`src/verilog/pmr_pkg.sv`:
```
/*
  pmr_pkg: constants shared by the pointing-device reporter and its link engine.
  Assumes a 200 MHz pclk; link timing counts are derived from it here.
*/
package pmr_pkg;

  // register byte offsets
  localparam logic [11:0] PMR_CTRL_OFS   = 12'h000;
  localparam logic [11:0] PMR_MOTION_OFS = 12'h004;
  localparam logic [11:0] PMR_STATUS_OFS = 12'h008;
  localparam logic [11:0] PMR_ACC_OFS    = 12'h00C;

  // field positions
  localparam int PMR_CTRL_LEFT_BIT  = 0;
  localparam int PMR_CTRL_RIGHT_BIT = 1;
  localparam int PMR_MOT_DX_LSB     = 0;
  localparam int PMR_MOT_DY_LSB     = 16;
  localparam int PMR_ST_STREAM_BIT  = 0;
  localparam int PMR_ST_ENABLE_BIT  = 1;
  localparam int PMR_ST_BUSY_BIT    = 2;
  localparam int PMR_ST_RATE_LSB    = 8;
  localparam int PMR_ST_CMD_LSB     = 16;
  localparam int PMR_ST_HOV_BIT     = 24;
  localparam int PMR_ST_VOV_BIT     = 25;

  // reset values
  localparam logic [7:0] PMR_RATE_RST = 8'h64;

  // host commands and device answers
  localparam logic [7:0] PMR_CMD_STREAM  = 8'hEA;
  localparam logic [7:0] PMR_CMD_ENABLE  = 8'hF4;
  localparam logic [7:0] PMR_CMD_DISABLE = 8'hF5;
  localparam logic [7:0] PMR_CMD_RATE    = 8'hF3;
  localparam logic [7:0] PMR_CMD_RESEND  = 8'hFE;
  localparam logic [7:0] PMR_CMD_RESET   = 8'hFF;
  localparam logic [7:0] PMR_ACK         = 8'hFA;

  // link word: start, 8 data, parity, stop
  localparam int PMR_WORD_BITS = 11;

  // timing
  localparam int PMR_CLK_PERIOD_NS = 5;
  localparam int PMR_LINK_HALF_NS  = 20000;
  localparam int PMR_LINK_HALF_CYC = (PMR_LINK_HALF_NS + PMR_CLK_PERIOD_NS - 1)
                                     / PMR_CLK_PERIOD_NS;
  localparam int PMR_REPORT_NS     = 50000000;
  localparam int PMR_REPORT_CYC    = PMR_REPORT_NS / PMR_CLK_PERIOD_NS;

endpackage

```
`src/verilog/pmr_link_if.sv`:
```
/*
  pmr_link_if: byte path and line controls between the reporter and its link engine.
  Assumes both ends run on the same pclk; line levels are already synchronised.
*/
`timescale 1ns/1ps
interface pmr_link_if;
  logic [7:0] tx_data;
  logic       tx_valid;
  logic       tx_done;
  logic [7:0] rx_data;
  logic       rx_valid;
  logic       rx_err;
  logic       line_clk;
  logic       line_dat;
  logic       clk_oe;
  logic       dat_oe;

  modport phy (input tx_data, tx_valid, line_clk, line_dat,
               output tx_done, rx_data, rx_valid, rx_err, clk_oe, dat_oe);
  modport ctl (output tx_data, tx_valid, line_clk, line_dat,
               input tx_done, rx_data, rx_valid, rx_err, clk_oe, dat_oe);
endinterface

```
`src/verilog/pmr_phy.sv`:
```
/*
  pmr_phy: serial word engine; makes the link clock and shifts words out and in.
  Assumes synchronised line levels and a requester that holds tx_valid until tx_done.
*/
`timescale 1ns/1ps
module pmr_phy
  import pmr_pkg::*;
#(
  // half period in pclk cycles; shortened only to keep simulation brief
  parameter int HALF_CYC = PMR_LINK_HALF_CYC
)(
  // clock and reset
  input wire logic pclk,
  input wire logic presetn,
  // link side
  pmr_link_if.phy  lk
);

  localparam logic [11:0] HALF_LAST = 12'(HALF_CYC - 1);
  localparam logic [3:0]  LAST_BIT  = 4'(PMR_WORD_BITS - 1);

  typedef enum logic [1:0] {P_IDLE, P_TX, P_RX} pmr_phy_e;

  pmr_phy_e    state_reg;
  logic [11:0] cnt_reg;
  logic        low_reg;
  logic [3:0]  bit_reg;
  logic [10:0] sh_reg;
  logic        half_end;

  assign half_end = (cnt_reg == HALF_LAST);

  always_ff @(posedge pclk or negedge presetn) begin
    if (!presetn) begin
      state_reg   <= P_IDLE;
      cnt_reg     <= 12'h000;
      low_reg     <= 1'b0;
      bit_reg     <= 4'h0;
      sh_reg      <= 11'h000;
      lk.clk_oe   <= 1'b0;
      lk.dat_oe   <= 1'b0;
      lk.tx_done  <= 1'b0;
      lk.rx_valid <= 1'b0;
      lk.rx_err   <= 1'b0;
      lk.rx_data  <= 8'h00;
    end else begin
      lk.tx_done  <= 1'b0;
      lk.rx_valid <= 1'b0;
      lk.rx_err   <= 1'b0;
      cnt_reg     <= half_end ? 12'h000 : cnt_reg + 12'h001;
      unique case (state_reg)
        P_IDLE: begin
          cnt_reg <= 12'h000;
          low_reg <= 1'b0;
          bit_reg <= 4'h0;
          // host request to send: clock released, data pulled low
          if (lk.line_clk && !lk.line_dat) begin
            state_reg <= P_RX;
          // only start on an idle bus; clock low means inhibit
          end else if (lk.tx_valid && lk.line_clk && lk.line_dat) begin
            state_reg <= P_TX;
            sh_reg    <= {1'b1, ~^lk.tx_data, lk.tx_data, 1'b0};
            lk.dat_oe <= 1'b1;
          end
        end
        P_TX: begin
          if (half_end && !low_reg) begin
            // host grabbed the clock: give the bus back, word is retried
            if (!lk.line_clk) begin
              state_reg <= P_IDLE;
              lk.dat_oe <= 1'b0;
            end else begin
              lk.clk_oe <= 1'b1;
              low_reg   <= 1'b1;
            end
          end else if (half_end) begin
            lk.clk_oe <= 1'b0;
            low_reg   <= 1'b0;
            bit_reg   <= bit_reg + 4'h1;
            if (bit_reg == LAST_BIT) begin
              state_reg  <= P_IDLE;
              lk.dat_oe  <= 1'b0;
              lk.tx_done <= 1'b1;
            end else begin
              lk.dat_oe <= ~sh_reg[bit_reg + 4'h1];
            end
          end
        end
        P_RX: begin
          if (half_end && !low_reg) begin
            if (bit_reg <= LAST_BIT) begin
              sh_reg <= {lk.line_dat, sh_reg[10:1]};
            end
            lk.clk_oe <= 1'b1;
            low_reg   <= 1'b1;
          end else if (half_end) begin
            lk.clk_oe <= 1'b0;
            low_reg   <= 1'b0;
            bit_reg   <= bit_reg + 4'h1;
            if (bit_reg == LAST_BIT) begin
              lk.dat_oe <= 1'b1;
            end else if (bit_reg > LAST_BIT) begin
              state_reg  <= P_IDLE;
              lk.dat_oe  <= 1'b0;
              lk.rx_data <= sh_reg[8:1];
              if (!sh_reg[0] && sh_reg[10] && (^sh_reg[9:1])) begin
                lk.rx_valid <= 1'b1;
              end else begin
                lk.rx_err <= 1'b1;
              end
            end
          end
        end
      endcase
    end
  end

endmodule

```
`src/verilog/pmr_top.sv`:
```
/*
  pmr_top: pointing-device reporter seen by host logic over a two-wire link,
  with an APB register port through which movement and buttons are fed in.
  Assumes open-drain pins resolved outside; line inputs are asynchronous.
*/
// Decided for this implementation: the register addresses and the APB register port.
`timescale 1ns/1ps
module pmr_top
  import pmr_pkg::*;
#(
  parameter int REPORT_CYC    = PMR_REPORT_CYC,
  parameter int LINK_HALF_CYC = PMR_LINK_HALF_CYC
)(
  // clock and reset
  input  wire logic        pclk,
  input  wire logic        presetn,
  // apb slave
  input  wire logic [11:0] paddr,
  input  wire logic        psel,
  input  wire logic        penable,
  input  wire logic        pwrite,
  input  wire logic [31:0] pwdata,
  output logic      [31:0] prdata,
  output logic             pready,
  output logic             pslverr,
  // link pins
  input  wire logic        ps2_clk_i,
  output logic             ps2_clk_o,
  output logic             ps2_clk_oe,
  input  wire logic        ps2_dat_i,
  output logic             ps2_dat_o,
  output logic             ps2_dat_oe
);

  typedef enum logic [0:0] {M_IDLE, M_SEND} pmr_main_e;

  pmr_link_if lk ();

  pmr_main_e   state_reg;
  logic [1:0]  clk_sync_reg;
  logic [1:0]  dat_sync_reg;
  logic [1:0]  btn_reg;
  logic        moved_reg;
  logic [8:0]  acc_x_reg;
  logic [8:0]  acc_y_reg;
  logic        hov_reg;
  logic        vov_reg;
  logic        stream_reg;
  logic        enable_reg;
  logic [7:0]  rate_reg;
  logic        rate_wait_reg;
  logic        reset_after_reg;
  logic [7:0]  cmd_reg;
  logic        cmd_err_reg;
  logic        cmd_pend_reg;
  logic [7:0]  pkt_reg [3];
  logic [1:0]  len_reg;
  logic [1:0]  idx_reg;
  logic [23:0] tick_cnt_reg;
  logic        tick;

  logic        wr_en;
  logic        rd_setup;
  logic        take_cmd;
  logic        take_report;
  logic        send_end;
  logic        clr_cnt;
  logic [9:0]  sum_x;
  logic [9:0]  sum_y;
  logic [8:0]  acc_x_next;
  logic [8:0]  acc_y_next;
  logic        hov_next;
  logic        vov_next;

  // two-stage synchronisers on the pin inputs
  always_ff @(posedge pclk or negedge presetn) begin
    if (!presetn) begin
      clk_sync_reg <= 2'b11;
      dat_sync_reg <= 2'b11;
    end else begin
      clk_sync_reg <= {clk_sync_reg[0], ps2_clk_i};
      dat_sync_reg <= {dat_sync_reg[0], ps2_dat_i};
    end
  end

  assign lk.line_clk = clk_sync_reg[1];
  assign lk.line_dat = dat_sync_reg[1];

  // pins only ever pulled low; released lines float high
  always_ff @(posedge pclk or negedge presetn) begin
    if (!presetn) begin
      ps2_clk_o  <= 1'b0;
      ps2_dat_o  <= 1'b0;
      ps2_clk_oe <= 1'b0;
      ps2_dat_oe <= 1'b0;
    end else begin
      ps2_clk_o  <= 1'b0;
      ps2_dat_o  <= 1'b0;
      ps2_clk_oe <= lk.clk_oe;
      ps2_dat_oe <= lk.dat_oe;
    end
  end

  // apb: zero wait states, read data formed in the setup cycle
  assign wr_en    = psel && penable && pwrite;
  assign rd_setup = psel && !penable;

  always_ff @(posedge pclk or negedge presetn) begin
    if (!presetn) begin
      prdata  <= 32'h0000_0000;
      pready  <= 1'b0;
      pslverr <= 1'b0;
    end else begin
      pready <= 1'b1;
      if (rd_setup) begin
        prdata  <= 32'h0000_0000;
        pslverr <= 1'b0;
        unique case (paddr)
          PMR_CTRL_OFS: begin
            prdata[PMR_CTRL_LEFT_BIT]  <= btn_reg[0];
            prdata[PMR_CTRL_RIGHT_BIT] <= btn_reg[1];
          end
          PMR_MOTION_OFS: begin
            prdata <= 32'h0000_0000;
          end
          PMR_STATUS_OFS: begin
            prdata[PMR_ST_STREAM_BIT]                <= stream_reg;
            prdata[PMR_ST_ENABLE_BIT]                <= enable_reg;
            prdata[PMR_ST_BUSY_BIT]                  <= (state_reg == M_SEND);
            prdata[PMR_ST_RATE_LSB +: 8]             <= rate_reg;
            prdata[PMR_ST_CMD_LSB +: 8]              <= cmd_reg;
            prdata[PMR_ST_HOV_BIT]                   <= hov_reg;
            prdata[PMR_ST_VOV_BIT]                   <= vov_reg;
          end
          PMR_ACC_OFS: begin
            prdata[PMR_MOT_DX_LSB +: 9] <= acc_x_reg;
            prdata[PMR_MOT_DY_LSB +: 9] <= acc_y_reg;
          end
          default: begin
            pslverr <= 1'b1;
          end
        endcase
      end
    end
  end

  // buttons held as levels; a write to ctrl or motion counts as activity to report
  always_ff @(posedge pclk or negedge presetn) begin
    if (!presetn) begin
      btn_reg <= 2'b00;
    end else if (wr_en && paddr == PMR_CTRL_OFS) begin
      btn_reg <= {pwdata[PMR_CTRL_RIGHT_BIT], pwdata[PMR_CTRL_LEFT_BIT]};
    end
  end

  // motion: each write adds signed steps; counts build up between reports
  // so faster motion gives larger values; a clear and a write in one cycle
  // keep the write
  assign clr_cnt = take_report || (send_end && reset_after_reg) ||
                   (take_cmd && !cmd_err_reg && !rate_wait_reg &&
                    (cmd_reg == PMR_CMD_STREAM || cmd_reg == PMR_CMD_ENABLE ||
                     cmd_reg == PMR_CMD_DISABLE));

  always_comb begin
    acc_x_next = clr_cnt ? 9'h000 : acc_x_reg;
    acc_y_next = clr_cnt ? 9'h000 : acc_y_reg;
    hov_next   = clr_cnt ? 1'b0 : hov_reg;
    vov_next   = clr_cnt ? 1'b0 : vov_reg;
    sum_x      = {acc_x_next[8], acc_x_next} + {pwdata[PMR_MOT_DX_LSB + 8],
                                                pwdata[PMR_MOT_DX_LSB +: 9]};
    sum_y      = {acc_y_next[8], acc_y_next} + {pwdata[PMR_MOT_DY_LSB + 8],
                                                pwdata[PMR_MOT_DY_LSB +: 9]};
    if (wr_en && paddr == PMR_MOTION_OFS) begin
      // right and up arrive as positive steps and stay positive
      if (sum_x[9] != sum_x[8]) begin
        acc_x_next = sum_x[9] ? 9'h100 : 9'h0FF;
        hov_next   = 1'b1;
      end else begin
        acc_x_next = sum_x[8:0];
      end
      if (sum_y[9] != sum_y[8]) begin
        acc_y_next = sum_y[9] ? 9'h100 : 9'h0FF;
        vov_next   = 1'b1;
      end else begin
        acc_y_next = sum_y[8:0];
      end
    end
  end

  always_ff @(posedge pclk or negedge presetn) begin
    if (!presetn) begin
      acc_x_reg <= 9'h000;
      acc_y_reg <= 9'h000;
      hov_reg   <= 1'b0;
      vov_reg   <= 1'b0;
      moved_reg <= 1'b0;
    end else begin
      acc_x_reg <= acc_x_next;
      acc_y_reg <= acc_y_next;
      hov_reg   <= hov_next;
      vov_reg   <= vov_next;
      if (wr_en && (paddr == PMR_MOTION_OFS || paddr == PMR_CTRL_OFS)) begin
        moved_reg <= 1'b1;
      end else if (clr_cnt) begin
        moved_reg <= 1'b0;
      end
    end
  end

  // report interval timer, free running
  always_ff @(posedge pclk or negedge presetn) begin
    if (!presetn) begin
      tick_cnt_reg <= 24'h00_0000;
    end else if (tick) begin
      tick_cnt_reg <= 24'h00_0000;
    end else begin
      tick_cnt_reg <= tick_cnt_reg + 24'h00_0001;
    end
  end

  assign tick = (tick_cnt_reg == 24'(REPORT_CYC - 1));

  // incoming bytes; a new arrival wins over consumption of the previous byte
  always_ff @(posedge pclk or negedge presetn) begin
    if (!presetn) begin
      cmd_reg      <= 8'h00;
      cmd_err_reg  <= 1'b0;
      cmd_pend_reg <= 1'b0;
    end else if (lk.rx_valid || lk.rx_err) begin
      cmd_reg      <= lk.rx_data;
      cmd_err_reg  <= lk.rx_err;
      cmd_pend_reg <= 1'b1;
    end else if (take_cmd) begin
      cmd_pend_reg <= 1'b0;
    end
  end

  assign take_cmd    = (state_reg == M_IDLE) && cmd_pend_reg;
  assign take_report = (state_reg == M_IDLE) && !cmd_pend_reg && tick &&
                       stream_reg && enable_reg && moved_reg;
  assign send_end    = (state_reg == M_SEND) && lk.tx_done &&
                       (idx_reg == len_reg - 2'd1 || cmd_pend_reg);

  // mode state
  always_ff @(posedge pclk or negedge presetn) begin
    if (!presetn) begin
      stream_reg      <= 1'b0;
      enable_reg      <= 1'b0;
      rate_reg        <= PMR_RATE_RST;
      rate_wait_reg   <= 1'b0;
      reset_after_reg <= 1'b0;
    end else if (send_end && reset_after_reg) begin
      // ack is out; now fall back to power-up defaults
      stream_reg      <= 1'b0;
      enable_reg      <= 1'b0;
      rate_reg        <= PMR_RATE_RST;
      rate_wait_reg   <= 1'b0;
      reset_after_reg <= 1'b0;
    end else if (take_cmd && !cmd_err_reg) begin
      if (rate_wait_reg) begin
        rate_reg      <= cmd_reg;
        rate_wait_reg <= 1'b0;
      end else begin
        unique case (cmd_reg)
          PMR_CMD_STREAM:  stream_reg      <= 1'b1;
          PMR_CMD_ENABLE:  enable_reg      <= 1'b1;
          PMR_CMD_DISABLE: enable_reg      <= 1'b0;
          PMR_CMD_RATE:    rate_wait_reg   <= 1'b1;
          PMR_CMD_RESET:   reset_after_reg <= 1'b1;
          default: begin
          end
        endcase
      end
    end
  end

  // packet buffer; kept after sending so it can be sent again
  always_ff @(posedge pclk or negedge presetn) begin
    if (!presetn) begin
      pkt_reg[0] <= 8'h00;
      pkt_reg[1] <= 8'h00;
      pkt_reg[2] <= 8'h00;
      len_reg    <= 2'd1;
    end else if (take_report) begin
      pkt_reg[0] <= {vov_reg, hov_reg, acc_y_reg[8], acc_x_reg[8],
                     1'b1, 1'b0, btn_reg};
      pkt_reg[1] <= acc_x_reg[7:0];
      pkt_reg[2] <= acc_y_reg[7:0];
      len_reg    <= 2'd3;
    end else if (take_cmd && (cmd_err_reg || rate_wait_reg ||
                              cmd_reg != PMR_CMD_RESEND)) begin
      // a damaged byte asks the host to send again
      pkt_reg[0] <= cmd_err_reg ? PMR_CMD_RESEND : PMR_ACK;
      len_reg    <= 2'd1;
    end
  end

  // sender: words of one packet go out back to back
  always_ff @(posedge pclk or negedge presetn) begin
    if (!presetn) begin
      state_reg <= M_IDLE;
      idx_reg   <= 2'd0;
    end else begin
      unique case (state_reg)
        M_IDLE: begin
          idx_reg <= 2'd0;
          if (take_cmd || take_report) begin
            state_reg <= M_SEND;
          end
        end
        M_SEND: begin
          // a fresh host byte cuts the rest of a packet short
          if (send_end) begin
            state_reg <= M_IDLE;
          end else if (lk.tx_done) begin
            idx_reg <= idx_reg + 2'd1;
          end
        end
      endcase
    end
  end

  assign lk.tx_valid = (state_reg == M_SEND);
  assign lk.tx_data  = pkt_reg[idx_reg];

  pmr_phy #(.HALF_CYC(LINK_HALF_CYC)) u_phy (
    .pclk    (pclk),
    .presetn (presetn),
    .lk      (lk.phy)
  );

endmodule
```
`config.mk`:
```
export PLATFORM = sky130hd
export DESIGN_NAME = pmr_top
export DESIGN_NICKNAME = d
export VERILOG_FILES = /design/src/verilog/pmr_pkg.sv /design/src/verilog/pmr_link_if.sv /design/src/verilog/pmr_phy.sv /design/src/verilog/pmr_top.sv
export SDC_FILE = /design/constraint.sdc
export NUM_CORES = 1
export LEC_CHECK = 0
export CORE_ASPECT_RATIO = 1.75
export CORE_MARGIN = 8
export CORE_UTILIZATION = 30
export DETAILED_ROUTE_END_ITERATION = 16
export DONT_BUFFER_PORTS = 1
export PLACE_DENSITY_LB_ADDON = 0.05
export SYNTH_ARGS = -nofsm -noshare
export SYNTH_HDL_FRONTEND = slang
export SYNTH_SLANG_ARGS = --single-unit
export TNS_END_PERCENT = 100
```
`constraint.sdc`:
```
create_clock -name pclk -period 8.4 [get_ports pclk]
set_clock_uncertainty 0.1 [all_clocks]
set_input_delay 0 -clock pclk [delete_from_list [all_inputs] [get_ports pclk]]
set_output_delay 0 -clock pclk [all_outputs]
set_load 0.02 [all_outputs]
```
After elaboration in Yosys (flattened, before gate mapping):

Index checks and enable logic that the tools add are counted.

* register bits after elaboration: 175
* bits in latches: 0
* bits in writable memories: 0
* bits in read-only memories: 0
* bits of input ports: 51
* output and inout bits: 38
* logic and storage cells: 279
* memories: 0

* add/subtract/negate cells: 7
* multipliers: 0
* divide/modulo/power cells: 0
* magnitude comparators: 4
* eq/ne operators: 36
* shift-type cells: 0
* multiplexer cells: 119
* bitwise operators: 5
* reduce and logical (&&, ||, !) cells: 69

Operators with widths (count)
* $mux 9: 8
* $mux 1: 63
* $mux 8: 7
* $mux 11: 4
* $eq 8x8->1 const B: 5
* $mux 2: 14
* $logic_and 1x1->1: 25
* $add 24x1->24 const B: 1
* $eq 12x4->1 const B: 2
* $eq 24x24->1 const B: 1
* $mux 12: 2
* $mux 24: 1
* $pmux 11 s2: 1
* $add 9x9->10: 2
* $pmux 9 s2: 1
* $reduce_bool 2->1: 9
* $bmux 8 s2: 1
* $ne 2x1->1 const B: 8
* $add 12x1->12 const B: 1
* $eq 12x12->1 const B: 1
* $eq 12x3->1 const B: 1
* $logic_not 12->1: 1
* $ne 3x1->1 const B: 4
* $pmux 2 s3: 2
* 39 further kinds: 75

Logic depth before layout (Yosys ltp):

* depth in word-level cells: 13
* mapped depth: 17
* mapped depth without buffers: 14

Cells and area by module:

A second synthesis with hierarchy kept.

* cell total of the unflattened synthesis: 915
* area total of the unflattened synthesis: 9310.2 µm²

Modules (own cells, without submodules)
* pmr_top: instances 1, cells each 699, area each 6876.6 µm², seq. area each 3286.9 µm²
* pmr_phy: instances 1, cells each 216, area each 2433.6 µm², seq. area each 1076.0 µm²

Worst setup path after synthesis:

Ideal clock, no wire load.

* path kind: register to register
* from: register tick_cnt_reg[0]
* to: register hov_reg
* setup time: 0.128 ns
* arrival time: 3.317 ns
* data required time: 8.172 ns
* path slack: 4.855 ns
* stages on the path, launching flop included: 17
* path buffers: 2
* period minus slack after synthesis: 3.545 ns
* cell sequence: dfrtp_1 -> ha_1 -> nand3_1 -> nor4_4 -> nor3_2 -> clkbuf_1 -> and2_1 -> ha_1 -> inv_1 -> fa_1 -> nand2b_1 -> a211oi_1 -> a211oi_1 -> xnor2_1 -> clkbuf_1 -> xor2_1 -> o21ai_0

* longest elaborated chain between the ends: 12
* elaborated cells on any way between the ends: 13
* classes of those cells: add/sub: 1; eq/ne: 2; mux: 4; reduce/logical: 6

RTL lines
* start: declaration: line pmr_top.sv:59 `logic [23:0] tick_cnt_reg;`
* start signal: assignment: line pmr_top.sv:217 `tick_cnt_reg <= tick_cnt_reg + 24'h00_0001;`
* $eq 24x24->1 (*): line pmr_top.sv:221 `assign tick = (tick_cnt_reg == 24'(REPORT_CYC - 1));`
* $logic_and 1x1->1 (*) (2 in series): line pmr_top.sv:239 `assign take_report = (state_reg == M_IDLE) && !cmd_pend_reg && tick &&`
* $logic_and 1x1->1 (*) (2 in series): line pmr_top.sv:240 `stream_reg && enable_reg && moved_reg;`
* $logic_or 1x1->1 (*) (2 in series): line pmr_top.sv:159 `assign clr_cnt = take_report || (send_end && reset_after_reg) ||`
* $mux 9: line pmr_top.sv:165 `acc_x_next = clr_cnt ? 9'h000 : acc_x_reg;`
* $add 9x9->10: line pmr_top.sv:169 `sum_x = {acc_x_next[8], acc_x_next} + {pwdata[PMR_MOT_DX_LSB + 8],`
* $ne 1x1->1: line pmr_top.sv:175 `if (sum_x[9] != sum_x[8]) begin`
* $mux 1: line pmr_top.sv:175
* $mux 1 (*): line pmr_top.sv:173 `if (wr_en && paddr == PMR_MOTION_OFS) begin`
* via hov_next: line pmr_top.sv:72 `logic hov_next;`
* end signal: assignment: line pmr_top.sv:200 `hov_reg <= hov_next;`
* end: declaration: line pmr_top.sv:46 `logic hov_reg;`

The timed path passes the listed nets; every way through them passes the cells marked *.
A chain may end at the register's enable or synchronous reset.

Worst setup path after layout:

* from: register idx_reg[1]
* to: register acc_y_reg[2]

* longest elaborated chain between the ends: 11
* elaborated cells on any way between the ends: 12
* classes of those cells: add/sub: 1; eq/ne: 2; mux: 4; reduce/logical: 5

RTL lines
* start: declaration: line pmr_top.sv:58 `logic [1:0] idx_reg;`
* start signal: assignment: line pmr_top.sv:316 `idx_reg <= idx_reg + 2'd1;`
* $eq 2x2->1 (*): line pmr_top.sv:242 `(idx_reg == len_reg - 2'd1 || cmd_pend_reg);`
* $logic_or 1x1->1 (*): line pmr_top.sv:242
* $logic_and 1x1->1 (*): line pmr_top.sv:241 `assign send_end = (state_reg == M_SEND) && lk.tx_done &&`
* $logic_and 1x1->1 (*): line pmr_top.sv:159
* $logic_or 1x1->1 (*) (2 in series): line pmr_top.sv:159
* $mux 9 (*): line pmr_top.sv:166 `acc_y_next = clr_cnt ? 9'h000 : acc_y_reg;`
* $add 9x9->10: line pmr_top.sv:171 `sum_y = {acc_y_next[8], acc_y_next} + {pwdata[PMR_MOT_DY_LSB + 8],`
* $mux 9 / $ne 1x1->1 (equally long branches): line pmr_top.sv:182, pmr_top.sv:181
* $mux 9: line pmr_top.sv:181 `if (sum_y[9] != sum_y[8]) begin`
* $mux 9 (*): line pmr_top.sv:173
* via acc_y_next[2]: line pmr_top.sv:71 `logic [8:0] acc_y_next;`
* end signal: assignment: line pmr_top.sv:199 `acc_y_reg <= acc_y_next;`
* end: declaration: line pmr_top.sv:45 `logic [8:0] acc_y_reg;`

Marks and branches as above.

==> Implementation_results.wiki <==
{| class="wikitable"
! Metric !! Value
|-
| Run status || finished clean
|-
| Max-slew headroom at the worst pin || around 33%
|-
| Post-Place Cells || ~1200
|-
| Unique masters post-synth || 64
|-
| Unrepaired setup endpoints after global routing || no
|-
| Endpoint class of the critical path || flip-flop
|-
| Post-CTS Setup Bufs || 0
|-
| Die width || 146.6 um
|-
| Synth warn || 0
|-
| Max rail drop VDD || ~0.14 mV
|-
| Later-pin clock latency in the skew report || 0.45 ns
|-
| Register bit count reported by yosys || about 170
|-
| First-pass GRT wire length || ~38 mm
|-
| Arrival time worst endpoint || 5.10 ns
|-
| Number of cells produced by synthesis || a little under 900
|-
| Crit share post-route || between 50% and 60%
|-
| Clock-pin slew on the worst setup and hold paths || roughly 0.070 ns
|-
| Ports placed on the boundary || 89
|-
| Maximum level of the CTS H-tree || 4
|-
| Number of iterations in the first detailed-routing pass || 7
|-
| Area of the core || around 0.029 sq mm
|-
| Sequential fraction of the synthesis area || 48.69%
|-
| Number of antenna diodes || 0
|-
| Cell leakage power || 4.499 nW
|-
| Setup WS post-layout || about 3.6 ns
|-
| Number of global-route vias before repair || a little under 7000
|-
| Count of clock tree sinks || ~170
|-
| Final #Nets || just under 1000
|-
| Cell area after technology mapping || about 0.0090 sq mm
|-
| Number of endpoints with negative hold slack in the final report || 0
|-
| Number of DRC violations after detailed-routing iteration 0 || 326
|-
| Syn avg cell area || 10.29 sq um
|-
| Maximum number of pins on one net before global-route repair || around 180
|-
| Synth area leader || sky130_fd_sc_hd__dfrtp_1
|-
| Post-synth top area share || between 40% and 50%
|-
| Maximum fanout encountered on the critical timing path || 25
|-
| Half-perimeter wire length after placement || around 17 mm
|-
| Count of placed standard cells in the final layout, fillers left out || 1286
|-
| Antenna violation net count after detailed routing || 0
|-
| Row cnt || between 80 and 90
|-
| Wirelength, routed || 23.19 mm
|-
| Die Ht || between 200 and 250 um
|-
| Routability-driven placement congestion ratio || roughly 0.77
|-
| Layout cells sized above 1 || roughly a tenth
|-
| Gr usage total || between 10 and 15%
|-
| Antenna violations before repair || 0
|-
| Clock tree from TritonCTS || built
|-
| Final-layout worst hold slack || around 0.049 ns
|-
| Final core utilization || 34.76%
|-
| Share of synthesized flip-flops with an asynchronous set or reset || 100.0%
|-
| CP Class || reg -> reg
|-
| TNS Setup || 0 ns
|-
| Per-cell via count in the routed design || between 4 and 5
|-
| Area of the die || approximately 0.036 sq mm
|-
| Power Dens Cells || roughly 190 mW/mm^2
|-
| Worst slack after detailed placement || about 3.6 ns
|-
| Initial core utilization || between 30% and 40%
|-
| Slew at the pin closest to its max-slew limit || about 1 ns
|-
| Maximum achievable frequency || 0.2067 GHz
|-
| Wire length per cell || 18.03 um
|-
| Commonest cells in the synthesized netlist || 167 x sky130_fd_sc_hd__dfrtp_1, 103 x sky130_fd_sc_hd__nand2_1, 53 x sky130_fd_sc_hd__nor2_1, 51 x sky130_fd_sc_hd__o21ai_0, 43 x sky130_fd_sc_hd__xnor2_1
|-
| Dominant cell by count in the synthesized netlist || sky130_fd_sc_hd__dfrtp_1
|-
| Largest register FFs || 26
|-
| Filler cell count in the final layout || 2988
|-
| Class of the tightest hold or removal check || in -> reg
|-
| Dominant cells by area after synthesis || sky130_fd_sc_hd__dfrtp_1 47%, sky130_fd_sc_hd__mux2_2 4.5%, sky130_fd_sc_hd__nand2_1 4.3%
|-
| Max-slew violations || 0
|-
| Root Buffer || sky130_fd_sc_hd__clkbuf_16
|-
| # Max-Cap Violations || 0
|-
| Number of enable-type register cells in the synthesized netlist || 0
|-
| Finish-stage setup viols || 0
|-
| Post-layout minimum cycle time || between 4 and 5 ns
|-
| Maximum buffer depth of the clock tree || 2
|-
| Leading register cell type out of synthesis || sky130_fd_sc_hd__dfrtp_1
|-
| DRC violation count after routing || 0
|-
| CTS buffer count || 17
|-
| Vias || between 6000 and 7000
|-
| IO Port Bufs || 0
|-
| Startpoint kind of the worst setup timing path || flip-flop
|-
| Syn-to-layout area delta || 14.00%
|-
| Grt total ovfl || 0
|-
| Required time of the worst setup path || slightly below 9 ns
|}
-- kinds of logic after synthesis --
logic type                 Yosys count  share of synthesized area [%]
xor gates and xnor gates            64                          6.255
AOI/OAI and AO/OA                  166                          11.81
adders and majority gates           28                          4.077
muxes                               70                          8.601
DFF                                174                          48.69
and+or+nand+nor                    291                          16.66
buffers and inverters               76                          3.826
other                                2                        0.08381
-- through the flow --
stage	area (sq um)	power, mW
after global routing	10220	2.017
after floorplan	8987	1.089
after CTS	10220	1.958
after global placement	9271	1.133
after detailed placement	9271	1.136
final	10220	1.923
-- worst max-delay path, cell delays in order (launching register included) --
cell and delay [ns]:
sky130_fd_sc_hd__dfrtp_1 0.72, sky130_fd_sc_hd__xnor2_1 0.16, sky130_fd_sc_hd__nor2b_1 0.17, sky130_fd_sc_hd__o2111a_1 0.40, sky130_fd_sc_hd__nor3_2 0.23, sky130_fd_sc_hd__buf_4 0.29, sky130_fd_sc_hd__and2_1 0.17, sky130_fd_sc_hd__ha_1 0.17
sky130_fd_sc_hd__inv_1 0.06, sky130_fd_sc_hd__fa_1 0.39, sky130_fd_sc_hd__nand2b_1 0.20, sky130_fd_sc_hd__a211oi_1 0.32, sky130_fd_sc_hd__a211oi_1 0.11, sky130_fd_sc_hd__xnor2_1 0.73, sky130_fd_sc_hd__a21oi_2 0.26, sky130_fd_sc_hd__a2bb2oi_1 0.25
-- cell usage in the layout (no fill, tap or decap), types with 23 or more instances in the layout --
master,instances
sky130_fd_sc_hd__dfrtp_1,167
sky130_fd_sc_hd__nand2_1,103
sky130_fd_sc_hd__nor2_1,53
sky130_fd_sc_hd__o21ai_0,51
sky130_fd_sc_hd__xnor2_1,43
sky130_fd_sc_hd__mux2_2,36
sky130_fd_sc_hd__dlygate4sd3_1,35
sky130_fd_sc_hd__mux2i_1,32
sky130_fd_sc_hd__inv_1,29
sky130_fd_sc_hd__nand3_1,26
sky130_fd_sc_hd__ha_1,26
sky130_fd_sc_hd__and2_1,23
-- routing by layer --
layer  vias to the layer above  part of all wire, %  wire length, um  GRT usage [%]
met2                        77                   57            13160          25.44
met5                         -                    0                0              0
met1                      3143                   39             9079          14.35
met3                        21                  2.2              513          2.653
li1                       3055                    -                -              -
met4                         0                  1.9              437          4.932
-- path summary, 6_finish.rpt --
| kind | slack, ns | cells past startpoint | to | startpoint |
|---|---|---|---|---|
| setup reg to reg | 3.56 | 15 | acc_y_reg[2] | idx_reg[1] |
| setup / recovery | 3.56 | 15 | acc_y_reg[2] | idx_reg[1] |
| min in group asynchronous | 0.18 | 2 | u_phy.cnt_reg[2] | presetn |
| hold / removal | 0.05 | 5 | acc_y_reg[4] | pwdata[20] |
| max in group asynchronous | 7.33 | 2 | tick_cnt_reg[10] | presetn |
| hold reg to reg | 0.26 | 0 | dat_sync_reg[1] | dat_sync_reg[0] |
-- where the power goes --
group / total, mW / internal [mW] / switching, mW
registers: 0.890 / 0.863 / 0.0274
logic: 0.259 / 0.109 / 0.150
clock network: 0.774 / 0.412 / 0.362
-- cell type report --
type	count	area, sq um	share of cell area [%]
inverter	29	108.9	1.066
timing repair buffer	41	415.4	4.066
tap	382	478.0	4.679
clock inverter	15	141.4	1.384
clock buffer	17	425.4	4.164
multi-input combinational	628	4284	41.94
sequential	174	4363	42.71
-- what timing repair did --
action                    in CTS  in global routing
hold endpoints to repair     225                  0
gates resized for setup        0                  0
hold buffers                  36                  0
No activity file was read; power rests on OpenSTA's default activity.
